--- config.mk ---
export PLATFORM = sky130hd
export DESIGN_NAME = etc_timer
export DESIGN_NICKNAME = d
export VERILOG_FILES = /design/src/hdl/etc_timer.v
export VERILOG_INCLUDE_DIRS = /design/src /design/src/hdl
export SDC_FILE = /design/constraint.sdc
export NUM_CORES = 1
export LEC_CHECK = 0
export ABC_CLOCK_PERIOD_IN_PS = 3410
export BUFFER_PORTS_ARGS = -buffer_cell sky130_fd_sc_hd__buf_2
export CAP_MARGIN = 30
export CORE_MARGIN = 8
export CORE_UTILIZATION = 52
export CTS_CLUSTER_DIAMETER = 200
export DETAILED_ROUTE_END_ITERATION = 16
export GPL_TIMING_DRIVEN = 0
export PLACE_DENSITY = 0.77
export SETUP_SLACK_MARGIN = 0.05
export SLEW_MARGIN = 40
export SYNTH_ARGS = -nofsm -noshare
export SYNTH_HDL_FRONTEND = slang
export SYNTH_SLANG_ARGS = --single-unit
--- constraint.sdc ---
create_clock -name clk_i -period 3.41 [get_ports clk_i]
set_clock_uncertainty 0.2 [all_clocks]
set_input_delay 0.682 -clock clk_i [delete_from_list [all_inputs] [get_ports clk_i]]
set_output_delay 0.682 -clock clk_i [all_outputs]
set_load 0.01 [all_outputs]
--- src/hdl/etc_timer_map.vh ---
`ifndef ETC_TIMER_MAP_VH
`define ETC_TIMER_MAP_VH

// ----------------------------------------------------------------
// Register byte addresses
// ----------------------------------------------------------------
`define ETC_ADDR_CONTROL 8'h00
`define ETC_ADDR_COUNT 8'h04
`define ETC_ADDR_COMPARE 8'h08
`define ETC_ADDR_FLAG 8'h0C
`define ETC_ADDR_MASK 8'h10
`define ETC_ADDR_STATUS 8'h14

// ----------------------------------------------------------------
// Control register fields
// ----------------------------------------------------------------
`define ETC_CS_LSB 0
`define ETC_CS_MSB 2
`define ETC_WGM_LSB 3
`define ETC_WGM_MSB 4
`define ETC_COM_LSB 5
`define ETC_COM_MSB 6
`define ETC_FOC_BIT 7

// ----------------------------------------------------------------
// Flag, mask and status fields
// ----------------------------------------------------------------
`define ETC_OVF_BIT 0
`define ETC_OCF_BIT 1
`define ETC_GIE_BIT 2

// ----------------------------------------------------------------
// Encodings and reset values
// ----------------------------------------------------------------
`define ETC_CS_STOP 3'h0
`define ETC_CS_DIV1 3'h1
`define ETC_CS_DIV8 3'h2
`define ETC_CS_DIV64 3'h3
`define ETC_CS_DIV256 3'h4
`define ETC_CS_DIV1024 3'h5
`define ETC_CS_EXT_FALL 3'h6
`define ETC_CS_EXT_RISE 3'h7
`define ETC_WGM_NORMAL 2'h0
`define ETC_WGM_PHASE 2'h1
`define ETC_WGM_CTC 2'h2
`define ETC_WGM_FAST 2'h3
`define ETC_COM_NONE 2'h0
`define ETC_COM_TOGGLE 2'h1
`define ETC_COM_CLEAR 2'h2
`define ETC_COM_SET 2'h3
`define ETC_BOTTOM 8'h00
`define ETC_MAX 8'hFF
`define ETC_RESET_BYTE 8'h00
`define ETC_PRESCALE_WRAP 10'h3FF

`endif

--- src/hdl/etc_timer.v ---
// Register access over APB and the address map were decided locally.
`include "etc_timer_map.vh"

// Contract
// - Counter and compare storage are 8 bits
// - Tick from prescaler or external pin
// - Source select zero stops the counter
// - Tick clears, increments or decrements by one
// - Software may access counter anytime
// - Counter write beats clear or count
// - Flag bottom at 0x00, max at 0xFF
// - Top is 0xFF or compare value
// - Overflow flag set per waveform mode
// - Match sets flag on following tick
// - Compare irq needs flag, enable, global
// - Flag cleared by service or write one
// - Output driven from match and action
// - Compare double buffered in PWM modes
// - Buffer copied only at MAX (0xFF)
// - Access hits buffer or active register
// - Force strobe updates output in non-PWM modes, no flag
// - Counter write blocks next tick match
// - Output state kept across mode change
// - Action bits take effect immediately
// - Mode 0 normal, 2 ctc, 3 fast
// - Action zero leaves output untouched
// - Reset forces output state to zero
module etc_timer (
    // Clock and reset
    input wire clk_i,
    input wire sys_rst_i,
    // APB slave
    input wire psel_i,
    input wire penable_i,
    input wire pwrite_i,
    input wire [7:0] paddr_i,
    input wire [31:0] pwdata_i,
    output reg [31:0] prdata_o,
    output reg pready_o,
    output reg pslverr_o,
    // Board and core side
    input wire external_count_pin_i,
    input wire cpu_irq_ack_ovf_i,
    input wire cpu_irq_ack_cmp_i,
    output reg compare_output_o,
    output reg overflow_irq_o,
    output reg compare_irq_o
);

    // ----------------------------------------------------------------
    // State
    // ----------------------------------------------------------------
    reg [2:0] clock_source_select_reg;
    reg [1:0] waveform_mode_select_reg;
    reg [1:0] compare_output_action_reg;
    reg [7:0] timer_count_value_reg;
    reg [7:0] compare_value_reg;
    reg [7:0] compare_buffer_reg;
    reg overflow_flag_reg;
    reg compare_match_flag_reg;
    reg overflow_irq_enable_reg;
    reg compare_irq_enable_reg;
    reg global_irq_enable_reg;
    reg count_down_reg;
    reg block_match_reg;
    reg match_pending_reg;
    reg compare_state_reg;
    reg [9:0] prescale_reg;
    reg ext_sync1_reg;
    reg ext_sync2_reg;
    reg ext_prev_reg;

    // Decoded strobes
    wire apb_access = psel_i & penable_i & pready_o;
    wire apb_write = apb_access & pwrite_i;
    wire wr_control = apb_write & (paddr_i == `ETC_ADDR_CONTROL);
    wire wr_count = apb_write & (paddr_i == `ETC_ADDR_COUNT);
    wire wr_compare = apb_write & (paddr_i == `ETC_ADDR_COMPARE);
    wire wr_flag = apb_write & (paddr_i == `ETC_ADDR_FLAG);
    wire wr_mask = apb_write & (paddr_i == `ETC_ADDR_MASK);
    wire wr_status = apb_write & (paddr_i == `ETC_ADDR_STATUS);

    // ----------------------------------------------------------------
    // Helper functions
    // ----------------------------------------------------------------
    // PWM modes double buffer the compare value
    function is_pwm;
        input [1:0] mode;
        begin
            is_pwm = (mode == `ETC_WGM_PHASE) || (mode == `ETC_WGM_FAST);
        end
    endfunction

    // Known register addresses
    function addr_mapped;
        input [7:0] addr;
        begin
            addr_mapped = (addr == `ETC_ADDR_CONTROL) || (addr == `ETC_ADDR_COUNT) ||
                (addr == `ETC_ADDR_COMPARE) || (addr == `ETC_ADDR_FLAG) ||
                (addr == `ETC_ADDR_MASK) || (addr == `ETC_ADDR_STATUS);
        end
    endfunction

    // Level an action code drives the output to on a match
    function action_level;
        input [1:0] action;
        input [1:0] mode;
        input current;
        begin
            case (action)
                `ETC_COM_TOGGLE: action_level = is_pwm(mode) ? current : ~current;
                `ETC_COM_CLEAR: action_level = 1'b0;
                `ETC_COM_SET: action_level = 1'b1;
                default: action_level = current;
            endcase
        end
    endfunction

    // ----------------------------------------------------------------
    // Clock select and tick generation
    // ----------------------------------------------------------------
    wire pwm_mode = is_pwm(waveform_mode_select_reg);
    wire ext_rise = ext_sync2_reg & ~ext_prev_reg;
    wire ext_fall = ~ext_sync2_reg & ext_prev_reg;
    reg timer_tick;

    // Prescaler free-runs; the taps give one-cycle enables
    always @(posedge clk_i or posedge sys_rst_i) begin
        if (sys_rst_i) begin
            prescale_reg <= 10'h000;
            ext_sync1_reg <= 1'b0;
            ext_sync2_reg <= 1'b0;
            ext_prev_reg <= 1'b0;
        end else begin
            prescale_reg <= prescale_reg + 10'h001;
            ext_sync1_reg <= external_count_pin_i;
            ext_sync2_reg <= ext_sync1_reg;
            ext_prev_reg <= ext_sync2_reg;
        end
    end

    // Pick the tick source from the select field
    always @* begin
        case (clock_source_select_reg)
            `ETC_CS_STOP: timer_tick = 1'b0;
            `ETC_CS_DIV1: timer_tick = 1'b1;
            `ETC_CS_DIV8: timer_tick = (prescale_reg[2:0] == 3'h7);
            `ETC_CS_DIV64: timer_tick = (prescale_reg[5:0] == 6'h3F);
            `ETC_CS_DIV256: timer_tick = (prescale_reg[7:0] == 8'hFF);
            `ETC_CS_DIV1024: timer_tick = (prescale_reg == `ETC_PRESCALE_WRAP);
            `ETC_CS_EXT_FALL: timer_tick = ext_fall;
            `ETC_CS_EXT_RISE: timer_tick = ext_rise;
            default: timer_tick = 1'b0;
        endcase
    end

    // ----------------------------------------------------------------
    // Counter unit
    // ----------------------------------------------------------------
    wire at_bottom = (timer_count_value_reg == `ETC_BOTTOM);
    wire at_max = (timer_count_value_reg == `ETC_MAX);
    wire top_is_compare = (waveform_mode_select_reg == `ETC_WGM_CTC);
    wire [7:0] top_value = top_is_compare ? compare_value_reg : `ETC_MAX;
    wire at_top = (timer_count_value_reg == top_value);
    wire raw_match = (timer_count_value_reg == compare_value_reg);
    wire match_ok = raw_match & ~block_match_reg;
    reg [7:0] count_next;
    reg down_next;
    reg ovf_event;

    // Next count, direction and overflow per mode
    always @* begin
        count_next = timer_count_value_reg;
        down_next = count_down_reg;
        ovf_event = 1'b0;
        case (waveform_mode_select_reg)
            `ETC_WGM_PHASE: begin
                if (count_down_reg && at_bottom) begin
                    down_next = 1'b0;
                    count_next = timer_count_value_reg + 8'h01;
                    ovf_event = 1'b1;
                end else if (!count_down_reg && at_max) begin
                    down_next = 1'b1;
                    count_next = timer_count_value_reg - 8'h01;
                end else if (count_down_reg) begin
                    count_next = timer_count_value_reg - 8'h01;
                end else begin
                    count_next = timer_count_value_reg + 8'h01;
                end
            end
            `ETC_WGM_CTC: begin
                down_next = 1'b0;
                if (at_top) begin
                    count_next = `ETC_BOTTOM;
                end else begin
                    count_next = timer_count_value_reg + 8'h01;
                end
                ovf_event = at_max;
            end
            default: begin
                down_next = 1'b0;
                count_next = timer_count_value_reg + 8'h01;
                ovf_event = at_max;
            end
        endcase
    end

    // Software write wins over any tick in the same cycle
    always @(posedge clk_i or posedge sys_rst_i) begin
        if (sys_rst_i) begin
            timer_count_value_reg <= `ETC_RESET_BYTE;
            count_down_reg <= 1'b0;
            block_match_reg <= 1'b0;
        end else begin
            if (wr_count) begin
                timer_count_value_reg <= pwdata_i[7:0];
                block_match_reg <= 1'b1;
            end else if (timer_tick) begin
                timer_count_value_reg <= count_next;
                count_down_reg <= down_next;
                block_match_reg <= 1'b0;
            end
        end
    end

    // ----------------------------------------------------------------
    // Output compare unit
    // ----------------------------------------------------------------
    // Buffer reloads at top (fast) or at the turn (phase correct)
    wire reload_point = (waveform_mode_select_reg == `ETC_WGM_FAST) ? at_max :
        (!count_down_reg && at_max);

    // Buffered writes go to the shadow, else straight through
    always @(posedge clk_i or posedge sys_rst_i) begin
        if (sys_rst_i) begin
            compare_value_reg <= `ETC_RESET_BYTE;
            compare_buffer_reg <= `ETC_RESET_BYTE;
        end else begin
            if (wr_compare) begin
                compare_buffer_reg <= pwdata_i[7:0];
            end
            if (!pwm_mode) begin
                if (wr_compare) begin
                    compare_value_reg <= pwdata_i[7:0];
                end
            end else if (timer_tick && reload_point) begin
                compare_value_reg <= compare_buffer_reg;
            end
        end
    end

    // Match is held until the next tick lands it in the flag
    always @(posedge clk_i or posedge sys_rst_i) begin
        if (sys_rst_i) begin
            match_pending_reg <= 1'b0;
        end else if (timer_tick | wr_count) begin
            match_pending_reg <= 1'b0;
        end else if (match_ok) begin
            match_pending_reg <= 1'b1;
        end
    end

    wire match_tick = timer_tick & (match_ok | match_pending_reg);
    wire force_hit = wr_control & pwdata_i[`ETC_FOC_BIT] & ~is_pwm(pwdata_i[4:3]);
    reg oc_next;

    // Waveform generator; mode changes never touch the state
    always @* begin
        oc_next = compare_state_reg;
        case (waveform_mode_select_reg)
            `ETC_WGM_FAST: begin
                if (compare_output_action_reg[1] && timer_tick && at_max) begin
                    oc_next = ~compare_output_action_reg[0];
                end else if (match_tick) begin
                    oc_next = action_level(compare_output_action_reg,
                        waveform_mode_select_reg, compare_state_reg);
                end
            end
            `ETC_WGM_PHASE: begin
                if (match_tick && compare_output_action_reg[1]) begin
                    oc_next = compare_output_action_reg[0] ^ count_down_reg;
                end
            end
            default: begin
                if (match_tick) begin
                    oc_next = action_level(compare_output_action_reg,
                        waveform_mode_select_reg, compare_state_reg);
                end
            end
        endcase
        if (force_hit) begin
            oc_next = action_level(pwdata_i[6:5], pwdata_i[4:3], compare_state_reg);
        end
    end

    // Output state register
    always @(posedge clk_i or posedge sys_rst_i) begin
        if (sys_rst_i) begin
            compare_state_reg <= 1'b0;
            compare_output_o <= 1'b0;
        end else begin
            compare_state_reg <= oc_next;
            compare_output_o <= oc_next;
        end
    end

    // ----------------------------------------------------------------
    // Control, flags and interrupt requests
    // ----------------------------------------------------------------
    // Set beats clear on every flag
    always @(posedge clk_i or posedge sys_rst_i) begin
        if (sys_rst_i) begin
            clock_source_select_reg <= `ETC_CS_STOP;
            waveform_mode_select_reg <= `ETC_WGM_NORMAL;
            compare_output_action_reg <= `ETC_COM_NONE;
            overflow_flag_reg <= 1'b0;
            compare_match_flag_reg <= 1'b0;
            overflow_irq_enable_reg <= 1'b0;
            compare_irq_enable_reg <= 1'b0;
            global_irq_enable_reg <= 1'b0;
            overflow_irq_o <= 1'b0;
            compare_irq_o <= 1'b0;
        end else begin
            if (wr_control) begin
                clock_source_select_reg <= pwdata_i[`ETC_CS_MSB:`ETC_CS_LSB];
                waveform_mode_select_reg <= pwdata_i[`ETC_WGM_MSB:`ETC_WGM_LSB];
                compare_output_action_reg <= pwdata_i[`ETC_COM_MSB:`ETC_COM_LSB];
            end
            if (wr_mask) begin
                overflow_irq_enable_reg <= pwdata_i[`ETC_OVF_BIT];
                compare_irq_enable_reg <= pwdata_i[`ETC_OCF_BIT];
            end
            if (wr_status) begin
                global_irq_enable_reg <= pwdata_i[`ETC_GIE_BIT];
            end
            if (timer_tick && ovf_event && !wr_count) begin
                overflow_flag_reg <= 1'b1;
            end else if (cpu_irq_ack_ovf_i || (wr_flag && pwdata_i[`ETC_OVF_BIT])) begin
                overflow_flag_reg <= 1'b0;
            end
            if (match_tick) begin
                compare_match_flag_reg <= 1'b1;
            end else if (cpu_irq_ack_cmp_i || (wr_flag && pwdata_i[`ETC_OCF_BIT])) begin
                compare_match_flag_reg <= 1'b0;
            end
            overflow_irq_o <= overflow_flag_reg & overflow_irq_enable_reg &
                global_irq_enable_reg;
            compare_irq_o <= compare_match_flag_reg & compare_irq_enable_reg &
                global_irq_enable_reg;
        end
    end

    // ----------------------------------------------------------------
    // APB slave: no wait states, read data registered
    // ----------------------------------------------------------------
    reg [31:0] read_mux;

    // Compare reads show the buffer when buffering is on
    always @* begin
        case (paddr_i)
            `ETC_ADDR_CONTROL: read_mux = {25'h0000000, compare_output_action_reg,
                waveform_mode_select_reg, clock_source_select_reg};
            `ETC_ADDR_COUNT: read_mux = {24'h000000, timer_count_value_reg};
            `ETC_ADDR_COMPARE: read_mux = {24'h000000,
                pwm_mode ? compare_buffer_reg : compare_value_reg};
            `ETC_ADDR_FLAG: read_mux = {30'h00000000, compare_match_flag_reg,
                overflow_flag_reg};
            `ETC_ADDR_MASK: read_mux = {30'h00000000, compare_irq_enable_reg,
                overflow_irq_enable_reg};
            `ETC_ADDR_STATUS: read_mux = {28'h0000000, compare_state_reg,
                global_irq_enable_reg, at_max, at_bottom};
            default: read_mux = 32'h00000000;
        endcase
    end

    // Ready rises in the first access cycle, held for one edge
    always @(posedge clk_i or posedge sys_rst_i) begin
        if (sys_rst_i) begin
            pready_o <= 1'b0;
            pslverr_o <= 1'b0;
            prdata_o <= 32'h00000000;
        end else begin
            if (psel_i && !penable_i) begin
                pready_o <= 1'b1;
                pslverr_o <= ~addr_mapped(paddr_i);
                prdata_o <= pwrite_i ? 32'h00000000 : read_mux;
            end else begin
                pready_o <= 1'b0;
                pslverr_o <= 1'b0;
            end
        end
    end

endmodule

Yosys cells after proc, flatten, opt, wreduce, memory -nomap -nowiden --
Cells that the tools add are included.
Cells by class: add/sub/neg operators 3, equal/unequal tests 35, multiplexer cells 40, bitwise gates (word level) 30, reductions and logical operators 34
Operators by type and width (number):
- 2-to-1 mux 8 bit | 11
- one-hot mux 8 bit (6 select lines) | 1
- 2-to-1 mux 32 bit | 1
- 2-to-1 mux 1 bit | 22
- AND 1 bit | 19
- == test 8 x 4 -> 1 bit (second input constant) | 2
- == test 8 x 5 -> 1 bit (second input constant) | 2
- == test 8 bit | 2
- == test 8 bit (second input constant) | 2
- logical NOT 8 bit | 2
- one-hot mux 8 bit (2 select lines) | 1
- == test 3 bit (second input constant) | 5
- == test 2 bit (second input constant) | 7
- logical AND 1 bit | 11
- adder 10 x 1 -> 10 bit (second input constant) | 1
- == test 10 bit (second input constant) | 1
- nonzero test 2 bit | 5
- logical OR 1 bit | 9
- != test 3 bit (second input constant) | 3
- adder 8 x 1 -> 8 bit (second input constant) | 1
- == test 2 x 1 -> 1 bit (second input constant) | 4
- == test 8 x 3 -> 1 bit (second input constant) | 1
- NOT 1 bit | 8
- one-hot mux 1 bit (8 select lines) | 1
- 14 further kinds | 20
Word-level totals: flip-flop bits (word level) 89, bits of input ports 48, output and inout port bits 37, logic and storage cells 166

Logic depth before layout (Yosys ltp) --
Gate-level depths: netlist (run 1).
depth in word-level cells 8, depth in mapped cells 10, gate-level depth less buffers 9

Worst setup path before layout (run 1) --
Ideal clock, no wire load.
path type input to register, from in paddr_i[1], to reg compare_value_reg[0], library setup time 73 ps, arrival 2461 ps, required time 3137 ps, setup slack 676 ps, cell stages on the path 7, buffers on the path 1, cells stage by stage or4_4 -> or3_4 -> or3_4 -> o32ai_4 -> buf_6 -> nor2_1 -> a21oi_2
On the way: cells in the longest elaborated chain, start to end 4
Ends and longest elaborated chain:
- from (decl) | line etc_timer.v:36 | input wire [7:0] paddr_i,
- == test 8 x 4 -> 1 bit
- AND 1 bit | line etc_timer.v:78 | wire wr_compare = apb_write & (paddr_i == `ETC_ADDR_COMPARE);
- nonzero test 2 bit (no line)
- AND reduction 2 bit (no line)
- to (signal assigned) | line etc_timer.v:236 | compare_value_reg <= `ETC_RESET_BYTE;
- to (signal assigned) | line etc_timer.v:244 | compare_value_reg <= pwdata_i[7:0];
- to (signal assigned) | line etc_timer.v:247 | compare_value_reg <= compare_buffer_reg;
- to (decl) | line etc_timer.v:57 | reg [7:0] compare_value_reg;
No other way between the ends. A chain may end at the register's enable or synchronous reset.

Worst setup path after layout (run 1) --
from reg timer_count_value_reg[1], to reg timer_count_value_reg[6]
On the way: cells in the longest elaborated chain, start to end 7, elaborated cells between the ends (all ways) 14, those cells by class add/sub (2); eq/ne (2); mux (7); reduce/logical (3)
Ends and longest elaborated chain:
- from (decl) | line etc_timer.v:56 | reg [7:0] timer_count_value_reg;
- from (signal assigned) | line etc_timer.v:211 | timer_count_value_reg <= `ETC_RESET_BYTE;
- from (signal assigned) | line etc_timer.v:216 | timer_count_value_reg <= pwdata_i[7:0];
- from (signal assigned) | line etc_timer.v:219 | timer_count_value_reg <= count_next;
- adder 8 x 1 -> 8 bit (tied with other cells)
- 2-to-1 mux 8 bit or logical AND 1 bit (tied branches) | line etc_timer.v:185, etc_timer.v:182
- 2-to-1 mux 8 bit | line etc_timer.v:182 | end else if (!count_down_reg && at_max) begin
- 2-to-1 mux 8 bit | line etc_timer.v:178 | if (count_down_reg && at_bottom) begin
- one-hot mux 8 bit (2 select lines) (*) | line etc_timer.v:176 | case (waveform_mode_select_reg)
- 2-to-1 mux 8 bit (*) | line etc_timer.v:218 | end else if (timer_tick) begin
- 2-to-1 mux 8 bit (*) | line etc_timer.v:215 | if (wr_count) begin
Every way passes the cells marked *; elsewhere a longest branch is shown, timed or not. The select of a mux whose other input is x is not followed.

==> results of run 1 <==
-- routing by layer --
| layer | vias to the layer above | wire, um | track usage [%] |
|---|---|---|---|
| li1 | 1668 | - | - |
| met1 | 1664 | 4720 | 25.5 |
| met2 | 166 | 4690 | 30.0 |
| met3 | 22 | 848 | 5.58 |
| met4 | 0 | 274 | 9.10 |
| met5 | - | 0 | 0 |
-- through the flow --
| stage | std cells | power (mW) | hold slack (ns) |
|---|---|---|---|
| finish | 614 | 1.71 | 0.0951 |
| global route | 614 | 1.78 | 0.111 |
| CTS | 614 | 1.72 | 0.101 |
| detailed placement | 600 | 0.997 | 0.137 |
| global placement | 599 | 0.987 | 0.134 |
| floorplan | 462 | 0.935 | 0.131 |
-- power by group --
group | internal, mW | total [mW] | switching (mW)
clock | 0.442 | 0.726 | 0.284
combinational | 0.0741 | 0.194 | 0.120
sequential | 0.784 | 0.792 | 0.00849
total | 1.30 | 1.71 | 0.413
-- kinds of logic (layout without fill, tap and decap cells) --
logic type | after synthesis | count (layout) | share of synthesized area [%]
and+or+nand+nor | 149 | 149 | 19.7
adders and majority gates | 10 | 10 | 3.10
other | 1 | 24 | 0.0930
muxes | 19 | 19 | 5.06
xor gates and xnor gates | 17 | 17 | 3.69
buffers and inverters | 62 | 112 | 8.69
AOI/OAI and AO/OA | 116 | 116 | 19.3
DFF | 65 | 65 | 40.4
-- worst paths after layout --
kind | startpoint | to | slack, ns | depth (start not counted)
setup reg to reg | timer_count_value_reg[1] | timer_count_value_reg[6] | 0.40 | 10
hold reg to reg | ext_sync1_reg | ext_sync2_reg | 0.15 | 0
setup / recovery | timer_count_value_reg[1] | timer_count_value_reg[6] | 0.40 | 10
hold / removal | sys_rst_i | global_irq_enable_reg | 0.1 | 2
max in group asynchronous | sys_rst_i | compare_value_reg[7] | 2.39 | 3
min in group clk_i | ext_sync1_reg | ext_sync2_reg | 0.15 | 0
-- area by class of cell --
type / count / area, sq um / area share, %
sequential: 65 / 1630 / 34.9
tap: 102 / 128 / 2.74
clock buffer: 11 / 151 / 3.25
inverter: 16 / 62.6 / 1.34
timing repair buffer: 36 / 195 / 4.19
multi-input combinational: 335 / 2140 / 45.9
clock inverter: 3 / 65.1 / 1.40
buffer: 46 / 290 / 6.23
-- critical path: cells and delay by family, from the launching register on --
family | cells | cell delay [ns]
compound gates | 2 | 0.49
simple gates | 4 | 0.88
fa+ha+maj | 1 | 0.23
buf+inv | 3 | 0.76
flops | 1 | 0.35
-- cells in the final DEF (no fill, tap or decap), drive strengths merged, types with 5 or more instances in the layout --
cell type	instances
xor2	12
nand3	11
a22o	7
dfrtp	65
mux2	11
buf	69
o22ai	7
nor2b	7
nand4	5
clkbuf	24
o21ai	30
conb	24
ha	10
nor2	40
mux2i	8
and3	6
inv	16
nand3b	5
a21oi	34
nand4b	6
o211ai	5
xnor2	5
nand2	37
==> impl_metrics.tcl, run 1 <==
set metrics [dict create \
    status "finished clean" \
    worstPathArrival_ns 3.06 \
    die-area_sq_um 10800 \
    viasPerCell 5.73 \
    placed_area_sq_um 4440 \
    yosysSeqAreaShare_pct 40.4 \
    netlist_instances 439 \
    slowest_stage "clkbuf_1" \
    slew_viol_final 0 \
    synth_edf_count 0 \
    dr.first_iter.drc_count 463 \
    wl_per_cell_um 17.2 \
    yosys-top-cells-area "dfrtp_1 40%, buf_4 4.5%, a21oi_1 4.0%" \
    area_growth_syn_to_layout_pct 15.6 \
    grtUsageTotal_pct 19.8 \
    place_ws_ns 0.348 \
    synth.avg_cell_area_sq_um 9.18 \
    htree_levels 3 \
    drive_gt1_share_pct 21.3 \
    grt_max_degree 43 \
    period_minus_slack_ns 3.01 \
    start_util_pct 53.0 \
    syn_area_sq_um 4030 \
    worst_pin_slew_ns 0.745 \
    fillerInstances 673 \
    crit_type "reg -> reg" \
    n_antenna_cell 0 \
    coreArea_sq_um 7610 \
    ys_ff_latch 65 \
    cts_tree "done" \
    final_area_sq_um 4660 \
    antenna_found_initial 0 \
    cts_sinks 65 \
    crit_chain "clkbuf_1 -> inv_1 -> ha_1 -> a31o_2 -> and2_1 -> or2_2 -> buf_1 -> nor2_1 -> nand4b_1 -> a41oi_1" \
    rsz0062_at_grt "no" \
    worstPathMaxFanout 8 \
    slowest_delay_ns 0.42 \
    clk_path_buf_depth 2 \
    clock_latency_ns 0.34 \
    powerDensity_nw_per_um2 368 \
    synthTopCellsByCount "65 x dfrtp_1, 39 x nor2_1, 37 x nand2_1" \
    critical_path_required_ns 3.45 \
    port_buffers 35 \
    timing.fmax_mhz 332 \
    finalWorstSetupSlack_ns 0.395 \
    max-cap-violations 0 \
    fin_util_pct 61.2 \
    die_y_um 104 \
    cts_setup_buffers 0 \
    drt.antenna.violating_nets 0 \
    firstDrtPassIters 5 \
    ctsHoldBuffers 0 \
    hold_path_class "in -> async" \
    rows 32 \
    dp_hpwl_mm 8.00 \
    finalHoldViolCount 0 \
    grt_pass1_wl_mm 17.6 \
    finalWirelength_mm 10.5 \
    ir_worst_vdd_v 0.000215 \
    finalSetupTns_ns 0 \
    grt_remaining_overflow 0 \
    drc 0 \
    synthArstFlopShare_pct 100 \
    cts-root-buf "clkbuf_8" \
    cts.clk_slew.worst_paths_ns 0.07 \
    die_x_um 104 \
    yosys.area.top_type "dfrtp_1" \
    gp_congestion 0.909 \
    cts_resized 0 \
    grt_pass1_vias 3516 \
    synth.most_common_cell "dfrtp_1" \
    synth_cell_type_count 63 \
    netlist.area_leader.share_pct 40.4 \
    min_period_over_period_pct 88.4 \
    fin_nets 567 \
    cp-start-kind "flip-flop" \
    finalSetupViolations 0 \
    io_pins 85 \
    ys.warnings.count 0 \
    ys.flop_type "dfrtp_1" \
    critPathCaptureType "flip-flop" \
    largest_reg_flops 10 \
    slew_headroom_pct 50.2 \
    cts_buffers 9 \
    p_leak_nw 2.22 \
    vias 3520 \
]
(Power assumes the default switching activity.)
==> run 2, diff against run 1 <==
CORE_UTILIZATION = 40   (was 52)
PLACE_DENSITY = default   (was 0.77)
==> impl_metrics.tcl, run 2 (synthesized netlist as in run 1, its figures left out) <==
set metrics [dict create \
    timing.fmax_mhz 332 \
    whs_ns 0.115 \
    firstDrtPassIters 4 \
    slew_viol_final 0 \
    internal-power_mw 1.23 \
    clk_path_buf_depth 2 \
    seq_area_sq_um 1630 \
    coreArea_sq_um 9770 \
    die_y_um 116 \
    fillerInstances 985 \
    fin_nets 567 \
    cts.clk_slew.worst_paths_ns 0.07 \
    wl_per_cell_um 16.8 \
    port_buffers 35 \
    drive_gt1_share_pct 21.2 \
    cts_buffers 9 \
    r2r_cells 7 \
    area_growth_syn_to_layout_pct 16.0 \
    p_leak_nw 2.21 \
    grtUsageTotal_pct 16.9 \
    status "finished clean" \
    layout_common_cells "65 x dfrtp_1, 39 x nor2_1, 38 x buf_2" \
    vias 3422 \
    dp_hpwl_mm 8.17 \
    grt_max_degree 39 \
    powerDensity_nw_per_um2 353 \
    switching_share_pct 25.5 \
    critPathCaptureType "flip-flop" \
    ctsHoldBuffers 0 \
    combPwrFrac_pct 11.7 \
    antenna_found_initial 0 \
    min_period_over_period_pct 88.4 \
    cts_sinks 65 \
    drc 0 \
    cts_tree "done" \
    critical_path_required_ns 3.50 \
    drt.antenna.violating_nets 0 \
    slew_headroom_pct 51.5 \
    start_util_pct 41.2 \
    finalSetupTns_ns 0 \
    crit_type "reg -> reg" \
    cts-root-buf "clkbuf_8" \
    ir_worst_vdd_v 0.000152 \
    cts_resized 0 \
    clock_latency_ns 0.35 \
    grt_pass1_wl_mm 17.6 \
    power.share.sequential_pct 48.0 \
    die_x_um 116 \
    htree_levels 3 \
    worstPathArrival_ns 3.10 \
    layout_commonest_cell "dfrtp_1" \
    gp_congestion 0.879 \
    largest_reg_flops 10 \
    clkPwrFrac_pct 40.3 \
    io_pins 85 \
    worst_pin_slew_ns 0.725 \
    finalWirelength_mm 10.9 \
    finalHoldViolCount 0 \
    max-cap-violations 0 \
    cp-start-kind "flip-flop" \
    multiInputGateArea_sq_um 2140 \
    grt_remaining_overflow 0 \
    rsz0062_at_grt "no" \
    worstPathMaxFanout 10 \
    p_sw_mw 0.421 \
    die-area_sq_um 13500 \
    viasPerCell 5.30 \
    cts_setup_buffers 0 \
    grt_pass1_vias 3369 \
    rows 36 \
    dr.first_iter.drc_count 163 \
    finalSetupViolations 0 \
    n_antenna_cell 0 \
    period_minus_slack_ns 3.01 \
    hold_path_class "in -> async" \
]
-- run 2: changes by cell type in the layout (fill, tap and decap cells not counted), sizes merged --
cell,before,now
clkinv,1,2
bufinv,2,1
clkbuf,24,25
-- run 2: power groups by stage --
stage | Sequential, mW | Combinational (mW) | Clock (mW)
3_5_place_dp | 0.806 | 0.190 | 0
2_1_floorplan | 0.805 | 0.130 | 0
6_report | 0.792 | 0.193 | 0.665
3_3_place_gp | 0.806 | 0.184 | 0
4_1_cts | 0.791 | 0.192 | 0.680
5_1_grt | 0.793 | 0.213 | 0.715
-- run 2: cell type report --
cell class              count  share of cell area (%)
plain buffers              46                    6.21
multi-input cells         335                    45.8
well taps                 133                    3.56
inverters                  16                    1.34
flip-flops and latches     65                    34.8
repair buffers             36                    4.17
clock buffers              12                    3.32
clock inverters             3                   0.856
-- run 2: critical path, cell delays in order (launching register included) --
cell      delay, ns
dfrtp_1        0.43
ha_1           0.29
nor2_1         0.50
clkbuf_1       0.46
clkbuf_1       0.44
a21oi_1        0.18
o22ai_1        0.27
a22o_1         0.16
-- run 2: final timing paths --
path                                               end  slack, ns                        start
worst min register to register           ext_sync2_reg       0.15                ext_sync1_reg
worst max register to register             prdata_o[4]       0.40  waveform_mode_select_reg[0]
min in group clk_i                       ext_sync2_reg       0.15                ext_sync1_reg
worst min-delay path            compare_irq_enable_reg       0.11                    sys_rst_i
max in group asynchronous         compare_value_reg[2]       2.36                    sys_rst_i
worst max-delay path                       prdata_o[4]       0.40  waveform_mode_select_reg[0]
-- run 2: layer usage --
layer	vias to the layer above	track usage, %	wire (um)
met5	-	0	0
li1	1666	-	-
met4	0	6.22	223
met2	129	25.8	4750
met1	1612	22.4	4970
met3	15	4.55	908
-- run 2: through the flow --
| stage | setup WS, ns | power, mW | utilization, % | instances | area, sq um |
|---|---|---|---|---|---|
| after floorplan | 0.676 | 0.935 | - | 462 | 4120 |
| after global placement | 0.0712 | 0.990 | 45.6 | 630 | 4460 |
| after detailed placement | 0.338 | 0.997 | 45.8 | 631 | 4480 |
| after CTS | 0.421 | 1.66 | 47.8 | 646 | 4680 |
| after global routing | 0.194 | 1.72 | 47.8 | 646 | 4680 |
| final | 0.396 | 1.65 | 47.8 | 646 | 4680 |
